[src/design/tud_map.svh]
// register addresses, field positions, reset values and counts
// assumes inclusion by the prescaler, timer and bench files
`ifndef TUD_MAP_SVH
`define TUD_MAP_SVH

// ************************************************************
// register addresses
// ************************************************************
`define TUD_ADR_SPEED   8'h8F
`define TUD_ADR_CTRL    8'hC8
`define TUD_ADR_MODE    8'hC9
`define TUD_ADR_RLD_LO  8'hCA
`define TUD_ADR_RLD_HI  8'hCB
`define TUD_ADR_CNT_LO  8'hCC
`define TUD_ADR_CNT_HI  8'hCD

// ************************************************************
// field positions
// ************************************************************
`define TUD_B_DOUBLE    0
`define TUD_B_OVF       7
`define TUD_B_EXT       6
`define TUD_B_RCLK      5
`define TUD_B_TRANSMIT_CLOCK_SELECT      4
`define TUD_B_EXEN      3
`define TUD_B_RUN       2
`define TUD_B_CSEL      1
`define TUD_B_CPRL      0
`define TUD_B_UDEN      0

// ************************************************************
// reset values and counts
// ************************************************************
`define TUD_RST_BYTE    8'h00
`define TUD_RST_WORD    16'h0000
`define TUD_CNT_MAX     16'hFFFF
`define TUD_XTAL_STD    12
`define TUD_XTAL_X2     6
`define TUD_MC_DIV      4'hC
`endif

[src/design/tud_pkg.sv]
// types shared by the timer design files
// assumes nothing of its surroundings
package tud_pkg;
  // operating mode, gray coded along capture-reload-updown-baud
  typedef enum logic [1:0] {
    TUD_CAPTURE = 2'b00,
    TUD_RELOAD  = 2'b01,
    TUD_UPDOWN  = 2'b11,
    TUD_BAUD    = 2'b10
  } tud_mode_t;
endpackage

[src/design/tud_edge.sv]
// falling edge detector for synchronous pins
// assumes inputs already synchronous to i_clk
`timescale 1ns/1ps
module tud_edge #(
  parameter int W = 2
) (
  // clock and reset
  input  wire logic         i_clk,
  input  wire logic         i_rst,
  // pins and edges
  input  wire logic [W-1:0] i_pin,
  output logic      [W-1:0] o_fall
);
  logic [W-1:0] prev_reg;

  // previous level, idle high
  always_ff @(posedge i_clk or posedge i_rst) begin
    if (i_rst) begin
      prev_reg <= {W{1'b1}};
    end else begin
      prev_reg <= i_pin;
    end
  end
  assign o_fall = prev_reg & ~i_pin;
endmodule

[src/design/tud_prescale.sv]
// core clock enable and machine cycle tick generator
// assumes i_clk is the crystal clock
`timescale 1ns/1ps
`include "tud_map.svh"
module tud_prescale (
  // clock and reset
  input  wire logic i_clk,
  input  wire logic i_rst,
  // speed select
  input  wire logic i_double,
  // enables
  output logic      o_core_en,
  output logic      o_mc_tick
);
  logic       phase_reg;
  logic [3:0] div_reg;

  // core clock: crystal halved, or full rate when doubled
  always_ff @(posedge i_clk or posedge i_rst) begin
    if (i_rst) begin
      phase_reg <= 1'b0;
    end else begin
      phase_reg <= ~phase_reg;
    end
  end
  assign o_core_en = i_double | phase_reg;

  // divide core clock by twelve
  always_ff @(posedge i_clk or posedge i_rst) begin
    if (i_rst) begin
      div_reg <= 4'h0;
    end else if (o_core_en) begin
      if (div_reg == `TUD_MC_DIV - 4'h1) begin
        div_reg <= 4'h0;
      end else begin
        div_reg <= div_reg + 4'h1;
      end
    end
  end
  assign o_mc_tick = o_core_en && (div_reg == `TUD_MC_DIV - 4'h1);
endmodule

[src/design/tud_timer.sv]
// 16-bit up/down auto-reload timer with speed control registers
// assumes a byte register port with one-cycle read and write strobes
`timescale 1ns/1ps
`include "tud_map.svh"
// Function
// - standard speed uses crystal/2 core clock, double speed full crystal.
// - reset leaves double speed bit clear, standard speed mode.
// - double speed halves time reference of every core-clocked event.
// - speed register bits 7..1 reserved; read zero, software writes zero.
// - count is two cascaded bytes; low byte carry advances high byte.
// - counter select picks core clock /12 or event pin.
// - count advances only while run control is set.
// - capture, auto-reload, baud modes from clock and reload selects.
// - up/down enable in reload mode: direction pin high up, low down.
// - up-count past FFFFh outside baud mode sets overflow flag and requests interrupt.
// - up-count overflow outside capture mode loads reload bytes into count bytes.
// - down-count equal to reload value sets flag, loads FFFFh.
// - up/down mode toggles external flag, no interrupt from it.
// - overflow flag set only with both clock selects zero; sticky.
// - counter operation advances on event pin falling edges.
// - no up/down, no baud, external enable: direction fall captures/reloads.
module tud_timer (
  // clock and reset
  input  wire logic       I_CLK,
  input  wire logic       I_RST,
  // register port
  input  wire logic [7:0] I_SFR_ADDR,
  input  wire logic       I_SFR_WR,
  input  wire logic       I_SFR_RD,
  input  wire logic [7:0] I_SFR_WDATA,
  output logic      [7:0] O_SFR_RDATA,
  // external pins
  input  wire logic       I_EVENT_COUNT_PIN,
  input  wire logic       I_DIRECTION_PIN,
  // status and time base
  output logic            O_IRQ,
  output logic            O_BAUD_OVF,
  output logic            O_DOUBLE_SPEED,
  output logic            O_CORE_EN,
  output logic            O_MC_TICK
);
  // ************************************************************
  // state
  // ************************************************************
  logic            double_speed_bit_reg;
  logic [7:0]      ctrl_reg;
  logic            up_down_enable_reg;
  logic [7:0]      count_low_byte_reg;
  logic [7:0]      count_high_byte_reg;
  logic [7:0]      reload_low_byte_reg;
  logic [7:0]      reload_high_byte_reg;
  logic            overflow_flag_reg;
  logic            external_flag_reg;
  logic [7:0]      rdata_reg;
  logic            baud_reg;
  logic [15:0]     cnt_next;
  logic [15:0]     cnt;
  logic [15:0]     rld;
  logic [1:0]      fall;
  logic            core_en;
  logic            mc_tick;
  tud_pkg::tud_mode_t mode;
  logic            baud;
  logic            updown;
  logic            reload_mode;
  logic            dir_up;
  logic            inc_ev;
  logic            ovf_ev;
  logic            unf_ev;
  logic            ext_ev;
  logic            capture;
  logic            reload_ext;
  logic            wr_ctrl;
  logic            wr_lo;
  logic            wr_hi;
  logic            wr_rlo;
  logic            wr_rhi;
  logic            wr_cnt;

  // write strobe for one address
  function automatic logic wr_at(input logic [7:0] a);
    return I_SFR_WR && (I_SFR_ADDR == a);
  endfunction

  // operating mode from clock selects, capture select and up/down enable
  function automatic tud_pkg::tud_mode_t decode(
    input logic [7:0] c,
    input logic       uden
  );
    if (c[`TUD_B_RCLK] || c[`TUD_B_TRANSMIT_CLOCK_SELECT]) begin
      return tud_pkg::TUD_BAUD;
    end else if (c[`TUD_B_CPRL]) begin
      return tud_pkg::TUD_CAPTURE;
    end else if (uden) begin
      return tud_pkg::TUD_UPDOWN;
    end else begin
      return tud_pkg::TUD_RELOAD;
    end
  endfunction

  // ************************************************************
  // time base and pin edges
  // ************************************************************
  tud_prescale u_pre (
    .i_clk     (I_CLK),
    .i_rst     (I_RST),
    .i_double  (double_speed_bit_reg),
    .o_core_en (core_en),
    .o_mc_tick (mc_tick)
  );

  tud_edge #(.W(2)) u_edge (
    .i_clk  (I_CLK),
    .i_rst  (I_RST),
    .i_pin  ({I_DIRECTION_PIN, I_EVENT_COUNT_PIN}),
    .o_fall (fall)
  );

  // ************************************************************
  // decode and events
  // ************************************************************
  assign wr_ctrl = wr_at(`TUD_ADR_CTRL);
  assign wr_lo   = wr_at(`TUD_ADR_CNT_LO);
  assign wr_hi   = wr_at(`TUD_ADR_CNT_HI);
  assign wr_rlo  = wr_at(`TUD_ADR_RLD_LO);
  assign wr_rhi  = wr_at(`TUD_ADR_RLD_HI);
  assign wr_cnt  = wr_lo | wr_hi;
  assign cnt     = {count_high_byte_reg, count_low_byte_reg};
  assign rld     = {reload_high_byte_reg, reload_low_byte_reg};

  // mode selection
  assign mode        = decode(ctrl_reg, up_down_enable_reg);
  assign baud        = (mode == tud_pkg::TUD_BAUD);
  assign updown      = (mode == tud_pkg::TUD_UPDOWN);
  assign reload_mode = (mode != tud_pkg::TUD_CAPTURE);
  assign dir_up      = ~updown | I_DIRECTION_PIN;

  // count input select, gated by run control
  assign inc_ev = ctrl_reg[`TUD_B_RUN] &&
                  (ctrl_reg[`TUD_B_CSEL] ? fall[0] : mc_tick);
  assign ovf_ev = inc_ev && dir_up && (cnt == `TUD_CNT_MAX);
  assign unf_ev = inc_ev && !dir_up && (cnt == rld);

  // direction pin fall events outside up/down mode
  assign ext_ev = ctrl_reg[`TUD_B_EXEN] && fall[1] && !updown;
  assign capture    = ext_ev && (mode == tud_pkg::TUD_CAPTURE);
  assign reload_ext = ext_ev && (mode == tud_pkg::TUD_RELOAD);

  // ************************************************************
  // count registers
  // ************************************************************
  // next count before software overrides
  always_comb begin
    cnt_next = cnt;
    if (reload_ext) begin
      cnt_next = rld;
    end else if (ovf_ev && reload_mode) begin
      cnt_next = rld;
    end else if (unf_ev) begin
      cnt_next = `TUD_CNT_MAX;
    end else if (inc_ev && dir_up) begin
      cnt_next[7:0]  = count_low_byte_reg + 8'h01;
      cnt_next[15:8] = count_high_byte_reg +
                       {7'h00, count_low_byte_reg == 8'hFF};
    end else if (inc_ev) begin
      cnt_next = cnt - 16'h0001;
    end
  end

  // count bytes, software write wins per byte
  always_ff @(posedge I_CLK or posedge I_RST) begin
    if (I_RST) begin
      count_low_byte_reg  <= `TUD_RST_BYTE;
      count_high_byte_reg <= `TUD_RST_BYTE;
    end else begin
      count_low_byte_reg  <= wr_lo ? I_SFR_WDATA : cnt_next[7:0];
      count_high_byte_reg <= wr_hi ? I_SFR_WDATA : cnt_next[15:8];
    end
  end

  // reload bytes, capture on direction pin fall
  always_ff @(posedge I_CLK or posedge I_RST) begin
    if (I_RST) begin
      reload_low_byte_reg  <= `TUD_RST_BYTE;
      reload_high_byte_reg <= `TUD_RST_BYTE;
    end else begin
      if (wr_rlo) begin
        reload_low_byte_reg <= I_SFR_WDATA;
      end else if (capture) begin
        reload_low_byte_reg <= count_low_byte_reg;
      end
      if (wr_rhi) begin
        reload_high_byte_reg <= I_SFR_WDATA;
      end else if (capture) begin
        reload_high_byte_reg <= count_high_byte_reg;
      end
    end
  end

  // ************************************************************
  // control and flags
  // ************************************************************
  // speed and mode registers
  always_ff @(posedge I_CLK or posedge I_RST) begin
    if (I_RST) begin
      double_speed_bit_reg <= 1'b0;
      up_down_enable_reg   <= 1'b0;
      ctrl_reg             <= `TUD_RST_BYTE;
    end else begin
      if (wr_at(`TUD_ADR_SPEED)) begin
        double_speed_bit_reg <= I_SFR_WDATA[`TUD_B_DOUBLE];
      end
      if (wr_at(`TUD_ADR_MODE)) begin
        up_down_enable_reg <= I_SFR_WDATA[`TUD_B_UDEN];
      end
      if (wr_ctrl) begin
        ctrl_reg <= I_SFR_WDATA;
      end
    end
  end

  // overflow flag: hardware set beats software clear
  always_ff @(posedge I_CLK or posedge I_RST) begin
    if (I_RST) begin
      overflow_flag_reg <= 1'b0;
    end else begin
      overflow_flag_reg <= (wr_ctrl ? I_SFR_WDATA[`TUD_B_OVF]
                                    : overflow_flag_reg) |
                           ((ovf_ev || unf_ev) && !baud);
    end
  end

  // external flag: toggle in up/down, set on pin fall otherwise
  always_ff @(posedge I_CLK or posedge I_RST) begin
    if (I_RST) begin
      external_flag_reg <= 1'b0;
    end else begin
      external_flag_reg <= ((wr_ctrl ? I_SFR_WDATA[`TUD_B_EXT]
                                     : external_flag_reg) ^
                            (updown && (ovf_ev || unf_ev))) |
                           ext_ev;
    end
  end

  // baud rate overflow pulse toward serial port
  always_ff @(posedge I_CLK or posedge I_RST) begin
    if (I_RST) begin
      baud_reg <= 1'b0;
    end else begin
      baud_reg <= ovf_ev && baud;
    end
  end

  // ************************************************************
  // read port
  // ************************************************************
  // registered read data, unmapped reads zero
  always_ff @(posedge I_CLK or posedge I_RST) begin
    if (I_RST) begin
      rdata_reg <= `TUD_RST_BYTE;
    end else if (I_SFR_RD) begin
      case (I_SFR_ADDR)
        `TUD_ADR_SPEED:  rdata_reg <= {7'h00, double_speed_bit_reg};
        `TUD_ADR_CTRL:   rdata_reg <= {overflow_flag_reg,
                                       external_flag_reg,
                                       ctrl_reg[5:0]};
        `TUD_ADR_MODE:   rdata_reg <= {7'h00, up_down_enable_reg};
        `TUD_ADR_RLD_LO: rdata_reg <= reload_low_byte_reg;
        `TUD_ADR_RLD_HI: rdata_reg <= reload_high_byte_reg;
        `TUD_ADR_CNT_LO: rdata_reg <= count_low_byte_reg;
        `TUD_ADR_CNT_HI: rdata_reg <= count_high_byte_reg;
        default:         rdata_reg <= `TUD_RST_BYTE;
      endcase
    end
  end

  // outputs
  assign O_SFR_RDATA    = rdata_reg;
  assign O_IRQ          = overflow_flag_reg |
                          (external_flag_reg & ~updown);
  assign O_BAUD_OVF     = baud_reg;
  assign O_DOUBLE_SPEED = double_speed_bit_reg;
  assign O_CORE_EN      = core_en;
  assign O_MC_TICK      = mc_tick;
endmodule

[config.mk]
export PLATFORM = sky130hd
export DESIGN_NAME = tud_timer
export DESIGN_NICKNAME = d
export VERILOG_FILES = /design/src/design/tud_pkg.sv /design/src/design/tud_edge.sv /design/src/design/tud_prescale.sv /design/src/design/tud_timer.sv
export VERILOG_INCLUDE_DIRS = /design/src /design/src/design
export SDC_FILE = /design/constraint.sdc
export NUM_CORES = 1
export LEC_CHECK = 0
export ABC_AREA = 0
export BUFFER_PORTS_ARGS = -buffer_cell sky130_fd_sc_hd__buf_2
export CORE_MARGIN = 2
export CORE_UTILIZATION = 35
export CTS_CLUSTER_DIAMETER = 120
export DETAILED_ROUTE_END_ITERATION = 16
export PLACE_DENSITY = 0.59
export SLEW_MARGIN = 20
export SYNTH_ARGS = -nofsm -noshare
export SYNTH_HDL_FRONTEND = slang
export SYNTH_SLANG_ARGS = --single-unit
[constraint.sdc]
create_clock -name I_CLK -period 4.13 [get_ports I_CLK]
set_input_delay 0.826 -clock I_CLK [delete_from_list [all_inputs] [get_ports I_CLK]]
set_output_delay 0.826 -clock I_CLK [all_outputs]
set_load 0.005 [all_outputs]
Word level (Yosys, flattened, before mapping)
Index checks and enable logic that the tools add are counted.
{"block": "totals", "mem_bits_ro": 0, "ram_bits": 0, "latch_bits": 0, "register_bits": 58, "n_memories": 0}
{"block": "classes", "n_eq_ne": 14, "mux": 19, "shift": 0, "n_reduce_logical": 32, "n_bitwise": 11, "div": 0, "multipliers": 0, "n_addsub": 4, "order_cmp": 0}
{"cell": "16-bit 2-to-1 mux", "n": 5}
{"cell": "8-bit equality test, second input constant", "n": 8}
{"cell": "8-bit case mux with 7 select lines", "n": 1}
{"cell": "8-bit 2-to-1 mux", "n": 6}
{"cell": "1-bit logical AND", "n": 21}
{"cell": "16-bit equality test", "n": 1}
{"cell": "16-bit equality test, second input constant", "n": 1}
{"cell": "16-bit by 1-bit subtractor with 16-bit output, second input constant", "n": 1}
{"cell": "6-bit nonzero test", "n": 2}
{"cell": "8-bit by 1-bit adder with 8-bit output", "n": 1}
{"cell": "8-bit by 1-bit adder with 8-bit output, second input constant", "n": 1}
{"cell": "2-bit 2-to-1 mux", "n": 3}
{"cell": "2-bit nonzero test", "n": 3}
{"cell": "1-bit OR", "n": 5}
{"cell": "4-bit by 1-bit adder with 4-bit output, second input constant", "n": 1}
{"cell": "2-bit equality test, second input constant", "n": 2}
{"cell": "4-bit equality test, second input constant", "n": 1}
{"cell": "4-bit 2-to-1 mux", "n": 1}
{"cell": "1-bit zero test", "n": 3}
{"cell": "1-bit 2-to-1 mux", "n": 3}
{"cell": "2-bit AND", "n": 1}
{"cell": "2-bit by 1-bit equality test with 1-bit output, second input constant", "n": 1}
{"cell": "2-bit zero test", "n": 1}
{"cell": "1-bit logical OR", "n": 2}
{"cell": "other kinds (4)", "n": 5}

Depth between registers and ports, before layout
{"block": "logic_depth", "depth_word": 13, "mapped_depth": 10, "mapped_depth_nobuf": 10}

Modules after synthesis
From an unflattened synthesis, not the netlist that was laid out.
{"block": "hier_totals", "hier_cells": 422, "hier_area_um2": 3933.8}
{"mod": "tud_timer", "area_each_um2": 3606.0, "n_inst": 1, "cells_per_inst": 393}
{"mod": "tud_prescale", "area_each_um2": 244.0, "n_inst": 1, "cells_per_inst": 24}
{"mod": "tud_edge", "area_each_um2": 83.8, "n_inst": 1, "cells_per_inst": 5}

Least setup slack after synthesis
No wires, ideal clock.
{"block": "synth_timing", "kind": "input-to-reg", "from": "input port I_SFR_ADDR[5]", "to": "register external_flag_reg", "n_path_buf": 1, "cell_stages": 7, "arrival_time_ns": 2.453, "path_slack_ns": 1.595, "setup_ns": 0.082, "cell_sequence": "nor3b_1 and3b_1 clkbuf_1 nand3_1 mux2i_1 or3_1 a31oi_1"}
{"block": "synth_between", "elab_chain_len": 5}
{"element": "from (decl)", "line": "tud_timer.sv:27", "source": "input wire logic [7:0] I_SFR_ADDR,"}
{"element": "8-bit equality test", "line": "tud_timer.sv:82", "source": "return I_SFR_WR && (I_SFR_ADDR == a);"}
{"element": "1-bit logical AND", "line": "tud_timer.sv:82"}
{"element": "1-bit 2-to-1 mux", "line": "tud_timer.sv:238", "source": "external_flag_reg <= ((wr_ctrl ? I_SFR_WDATA[`TUD_B_EXT]"}
{"element": "1-bit bitwise XOR", "line": "tud_timer.sv:238"}
{"element": "1-bit OR", "line": "tud_timer.sv:238"}
{"element": "to (signal assigned)", "line": "tud_timer.sv:238"}
{"element": "to (decl)", "line": "tud_timer.sv:53", "source": "logic external_flag_reg;"}
No other way between the ends.
A chain may end at the register's enable or synchronous reset.

Worst setup path in the final report
{"block": "layout_timing", "from": "register count_high_byte_reg[2]", "to": "register count_high_byte_reg[3]"}
{"block": "layout_between", "elab_chain_len": 7, "word_cells_on_any_way": 14, "cone_classes": "add/sub (2); eq/ne (2); mux (6); reduce/logical (4)"}
{"element": "from (decl)", "line": "tud_timer.sv:49", "source": "logic [7:0] count_high_byte_reg;"}
{"element": "from (signal assigned)", "line": "tud_timer.sv:174", "source": "count_high_byte_reg <= `TUD_RST_BYTE;"}
{"element": "from (signal assigned)", "line": "tud_timer.sv:177", "source": "count_high_byte_reg <= wr_hi ? I_SFR_WDATA : cnt_next[15:8];"}
{"element": "16-bit by 1-bit subtractor with 16-bit output", "line": "tud_timer.sv:166", "source": "cnt_next = cnt - 16'h0001;"}
{"element": "16-bit 2-to-1 mux", "line": "tud_timer.sv:165", "source": "end else if (inc_ev) begin"}
{"element": "16-bit 2-to-1 mux", "line": "tud_timer.sv:161", "source": "end else if (inc_ev && dir_up) begin"}
{"element": "16-bit 2-to-1 mux", "line": "tud_timer.sv:159", "source": "end else if (unf_ev) begin"}
{"element": "16-bit 2-to-1 mux", "line": "tud_timer.sv:157", "source": "end else if (ovf_ev && reload_mode) begin"}
{"element": "16-bit 2-to-1 mux", "line": "tud_timer.sv:155", "source": "if (reload_ext) begin"}
{"element": "8-bit 2-to-1 mux", "line": "tud_timer.sv:177"}
Parallel ways exist; a longest one is shown, timed or not. The select of a mux whose other input is x is not followed.

==> qor.json <==
{
  "run": {
    "max_cap_violations": 0
  },
  "clock_network": {
    "cts-resized-gates": 0,
    "cts-buffers-inserted": 9,
    "cts_tree": "built",
    "clock_tree.htree_level_count": 3,
    "cts_root_buffer": "sky130_fd_sc_hd__clkbuf_16",
    "cts_setup_buffers": 0,
    "clockBufferDepth": 2,
    "cts.clk_slew.worst_paths_ps": 50,
    "post_cts_hold_buffer_count": 0,
    "clock_latency_ps": 320,
    "numClockSinks": 58
  },
  "global_routing": {
    "globalRouteOverflowTotal": 0,
    "grt_antenna_before_repair": 1,
    "pin_count_of_the_biggest_net_entering_global_routing": 46,
    "groute.usage.overall_pct": 20.5,
    "groute.layer.met1.usage_pct": 27.9,
    "grt_pass1_vias": 3625,
    "groute.layer.met3.usage_pct": 4.27,
    "grt_first_pass_wirelength_um": 20100,
    "grt_use_met2_pct": 31.6,
    "globalRoute.busiestLayer": "met2"
  },
  "timing": {
    "period_share_pct": 70.4,
    "fin_tns_setup_ps": 0,
    "grt_setup_unrepaired": "false",
    "period_needed_ps": 2910,
    "clock_tree_skew_after_final_layout_ps": 5.66,
    "tightestPinTransition_ps": 1040,
    "drv_slew": 0,
    "timing.max_slew.rel_slack_pct": 30.4,
    "setup-violations-final": 0,
    "hold_viol_final": 0,
    "fmaxAchievable_mhz": 344
  },
  "floorplanning": {
    "floorplan.initialDensity_pct": 35.9,
    "core-area_um2": 11500,
    "die-height_um": 112,
    "area_of_the_die_um2": 12600,
    "core.rowCount": 39,
    "ioPinCount": 35,
    "die_x_extent_um": 112
  },
  "routing": {
    "routed_wirelength_um": 12900,
    "drcViolationCount": 0,
    "routed_via_density": 6.22,
    "num_vias": 3975,
    "dr.first_iter.drc_count": 278,
    "average_wire_length_per_cell_after_detail_routing_um": 20.2,
    "first_pass_iters": 5,
    "drtAntennaViolNets": 0
  },
  "critical_path": {
    "r2r_setup_slack_ps": 1220,
    "worst-r2r-cell-count": 6,
    "critPathCapture": "count_high_byte_reg[3]",
    "library_cell_contributing_the_largest_single_delay_on_the_critical_path": "sky130_fd_sc_hd__dfrtp_1",
    "rr_endpoint": "count_high_byte_reg[3]",
    "start_kind": "register",
    "critical_path.startpoint": "count_high_byte_reg[2]",
    "cp_cell_instances": "nand4_1 -> or4_1 -> nor3_2 -> a21o_1 -> nor4b_1 -> o21ai_0",
    "cp_data_required_time_ps": 4360,
    "cp_num_cells": 6,
    "worstPathBufferInverterCount": 0,
    "worstReg2RegStart": "count_high_byte_reg[2]",
    "crit_family": "simple AND/OR/NAND/NOR gates",
    "critPathMaxStageDelay_ps": 740,
    "critical_path.endpoint_type": "register",
    "peak_fanout_along_the_critical_path": 16,
    "critical_path_arrival_ps": 3140,
    "path_class": "reg -> reg"
  },
  "layout": {
    "filler_cell_count": 1133,
    "post_route_cells_drive_above_1_share_pct": 15.2,
    "area_growth_pct": 11.6,
    "layout.nets": 517,
    "layout.cells.non_filler": 639
  },
  "synth": {
    "commonest_register_cell_after_synthesis": "sky130_fd_sc_hd__dfrtp_1",
    "yosys_warnings": 0,
    "synth_cell_types": 62,
    "postSynthNetCount": 508,
    "postSynthRegisterBits": 58,
    "synth_enable_flop_cells": 0,
    "synth.yosys.seq_area_share_pct": 35.3,
    "syn_inst": 481,
    "syn-mean-instance-area_um2": 8.56,
    "post_synthesis_instance_area_um2": 4120,
    "async_flop_share_pct": 100
  },
  "outcome": {
    "status": "completed"
  },
  "placement": {
    "placed_cells": 622,
    "gpl.final_weighted_congestion": 0.868,
    "placement.io_buffers": 34,
    "dp_hpwl_um": 9110
  },
  "worst_hold_path": {
    "min-delay-path-class": "reg -> reg"
  },
  "power_and_ir_drop": {
    "p_per_area_nw_per_um2": 479,
    "power_leakage_nw": 2.03,
    "vdd_drop_max_mv": 0.247
  }
}
final cells by class:
class / count / area, um2 / share of cell area [%]
multi-input combinational: 365 / 2420 / 52.8
sequential: 58 / 1450 / 31.7
tap: 143 / 179 / 3.90
timing repair buffer: 38 / 200 / 4.36
inverter: 18 / 68.8 / 1.50
clock buffer: 13 / 250 / 5.45
antenna: 1 / 2.50 / 0.0545
clock inverter: 3 / 15.0 / 0.327
metal layers:
metal  vias to the layer above  part of all wire (%)
met5                         -                     0
met4                         0                   3.1
met3                        34                   8.8
met2                       205                    45
met1                      1918                    43
li1                       1818                     -
per-stage QoR:
stage / util (%) / hold WS (ps) / power [W] / instance area, um2 / setup slack [ps]
after global placement: 37.7 / 437 / 0.00150 / 4320 / 1160
after global routing: 40.0 / 473 / 0.00232 / 4590 / 948
after floorplan: - / 410 / 0.00135 / 4120 / 1600
after detailed placement: 37.7 / 448 / 0.00152 / 4320 / 1040
after CTS: 40.0 / 456 / 0.00220 / 4590 / 1270
final: 40.0 / 457 / 0.00220 / 4590 / 1220
synth_stat cells, drive strengths merged, types with 3 or more instances:
cell type / count / area [um2]
a2111oi: 4 / 55.1
a211oi: 9 / 67.6
a21o: 17 / 128
a21oi: 29 / 149
a221oi: 7 / 61.3
and2: 4 / 25.0
and3: 10 / 62.6
buf: 15 / 81.3
clkbuf: 25 / 95.1
dfrtp: 56 / 1400
ha: 5 / 62.6
inv: 18 / 67.6
mux2: 9 / 101
mux2i: 19 / 190
nand2: 17 / 63.8
nand3: 13 / 65.1
nand4: 8 / 50.1
nand4b: 4 / 35.0
nor2: 37 / 141
nor2b: 3 / 18.8
nor3: 16 / 85.1
nor3b: 3 / 22.5
nor4: 13 / 96.3
nor4b: 9 / 78.8
o211ai: 3 / 22.5
o21ai: 58 / 290
o22ai: 10 / 62.6
o2bb2ai: 8 / 70.1
or2: 3 / 18.8
or3: 6 / 42.5
or4: 4 / 33.8
xnor2: 7 / 61.3
xor2: 12 / 105
how the worst min path moves through the flow:
stage                           end  slack [ps]       startpoint  cells after the start
detailed placement  u_pre.phase_reg         450  u_pre.phase_reg                      1
global placement    u_pre.phase_reg         440  u_pre.phase_reg                      1
finish              u_pre.phase_reg         460  u_pre.phase_reg                      1
CTS                 u_pre.phase_reg         460  u_pre.phase_reg                      1
floorplan           u_pre.phase_reg         410  u_pre.phase_reg                      1
global route        u_pre.phase_reg         470  u_pre.phase_reg                      1
cell usage in the layout, fill, tap and decap left out, types with 4 or more instances in the layout:
cell type,count
sky130_fd_sc_hd__dfrtp_1,56
sky130_fd_sc_hd__o21ai_0,46
sky130_fd_sc_hd__nor2_1,36
sky130_fd_sc_hd__buf_2,34
sky130_fd_sc_hd__a21oi_1,28
sky130_fd_sc_hd__mux2i_1,19
sky130_fd_sc_hd__nand2_1,17
sky130_fd_sc_hd__inv_1,17
sky130_fd_sc_hd__a21o_1,17
sky130_fd_sc_hd__nor3_1,15
sky130_fd_sc_hd__nand3_1,13
sky130_fd_sc_hd__o21ai_1,12
sky130_fd_sc_hd__nor4_1,12
sky130_fd_sc_hd__xor2_1,12
sky130_fd_sc_hd__and3_1,10
sky130_fd_sc_hd__o22ai_1,10
sky130_fd_sc_hd__mux2_2,9
sky130_fd_sc_hd__nor4b_1,9
sky130_fd_sc_hd__a211oi_1,9
sky130_fd_sc_hd__clkbuf_16,9
sky130_fd_sc_hd__nand4_1,8
sky130_fd_sc_hd__o2bb2ai_1,8
sky130_fd_sc_hd__a221oi_1,7
sky130_fd_sc_hd__xnor2_1,7
sky130_fd_sc_hd__or3_1,5
sky130_fd_sc_hd__ha_1,5
sky130_fd_sc_hd__and2_1,4
sky130_fd_sc_hd__nand4b_1,4
sky130_fd_sc_hd__clkinv_2,4
sky130_fd_sc_hd__buf_4,4
power breakdown:
part | switching (W) | leakage, nW | internal (W) | total (W)
registers | 0.000293 | 0.746 | 0.000669 | 0.000962
logic | 0.000284 | 1.15 | 0.000287 | 0.000571
clock network | 0.000249 | 0.133 | 0.000419 | 0.000668
total | 0.000826 | 2.03 | 0.00137 | 0.00220
cells by family after synthesis:
family,after synthesis,synth area share (%)
AO/OA/AOI/OAI,155,24.0
XOR/XNOR,19,4.04
adder cells (fa/ha/maj),5,1.52
buffers and inverters,58,5.93
flip-flops,58,35.3
multiplexers,28,7.08
AND/OR/NAND/NOR,158,22.1
worst register-to-register path, delay by kind of cell, from the launching register on:
family / cells / cell delay, ps
simple gates: 4 / 1300
flops: 1 / 740
compound gates: 2 / 780
(Power assumes the default switching activity.)
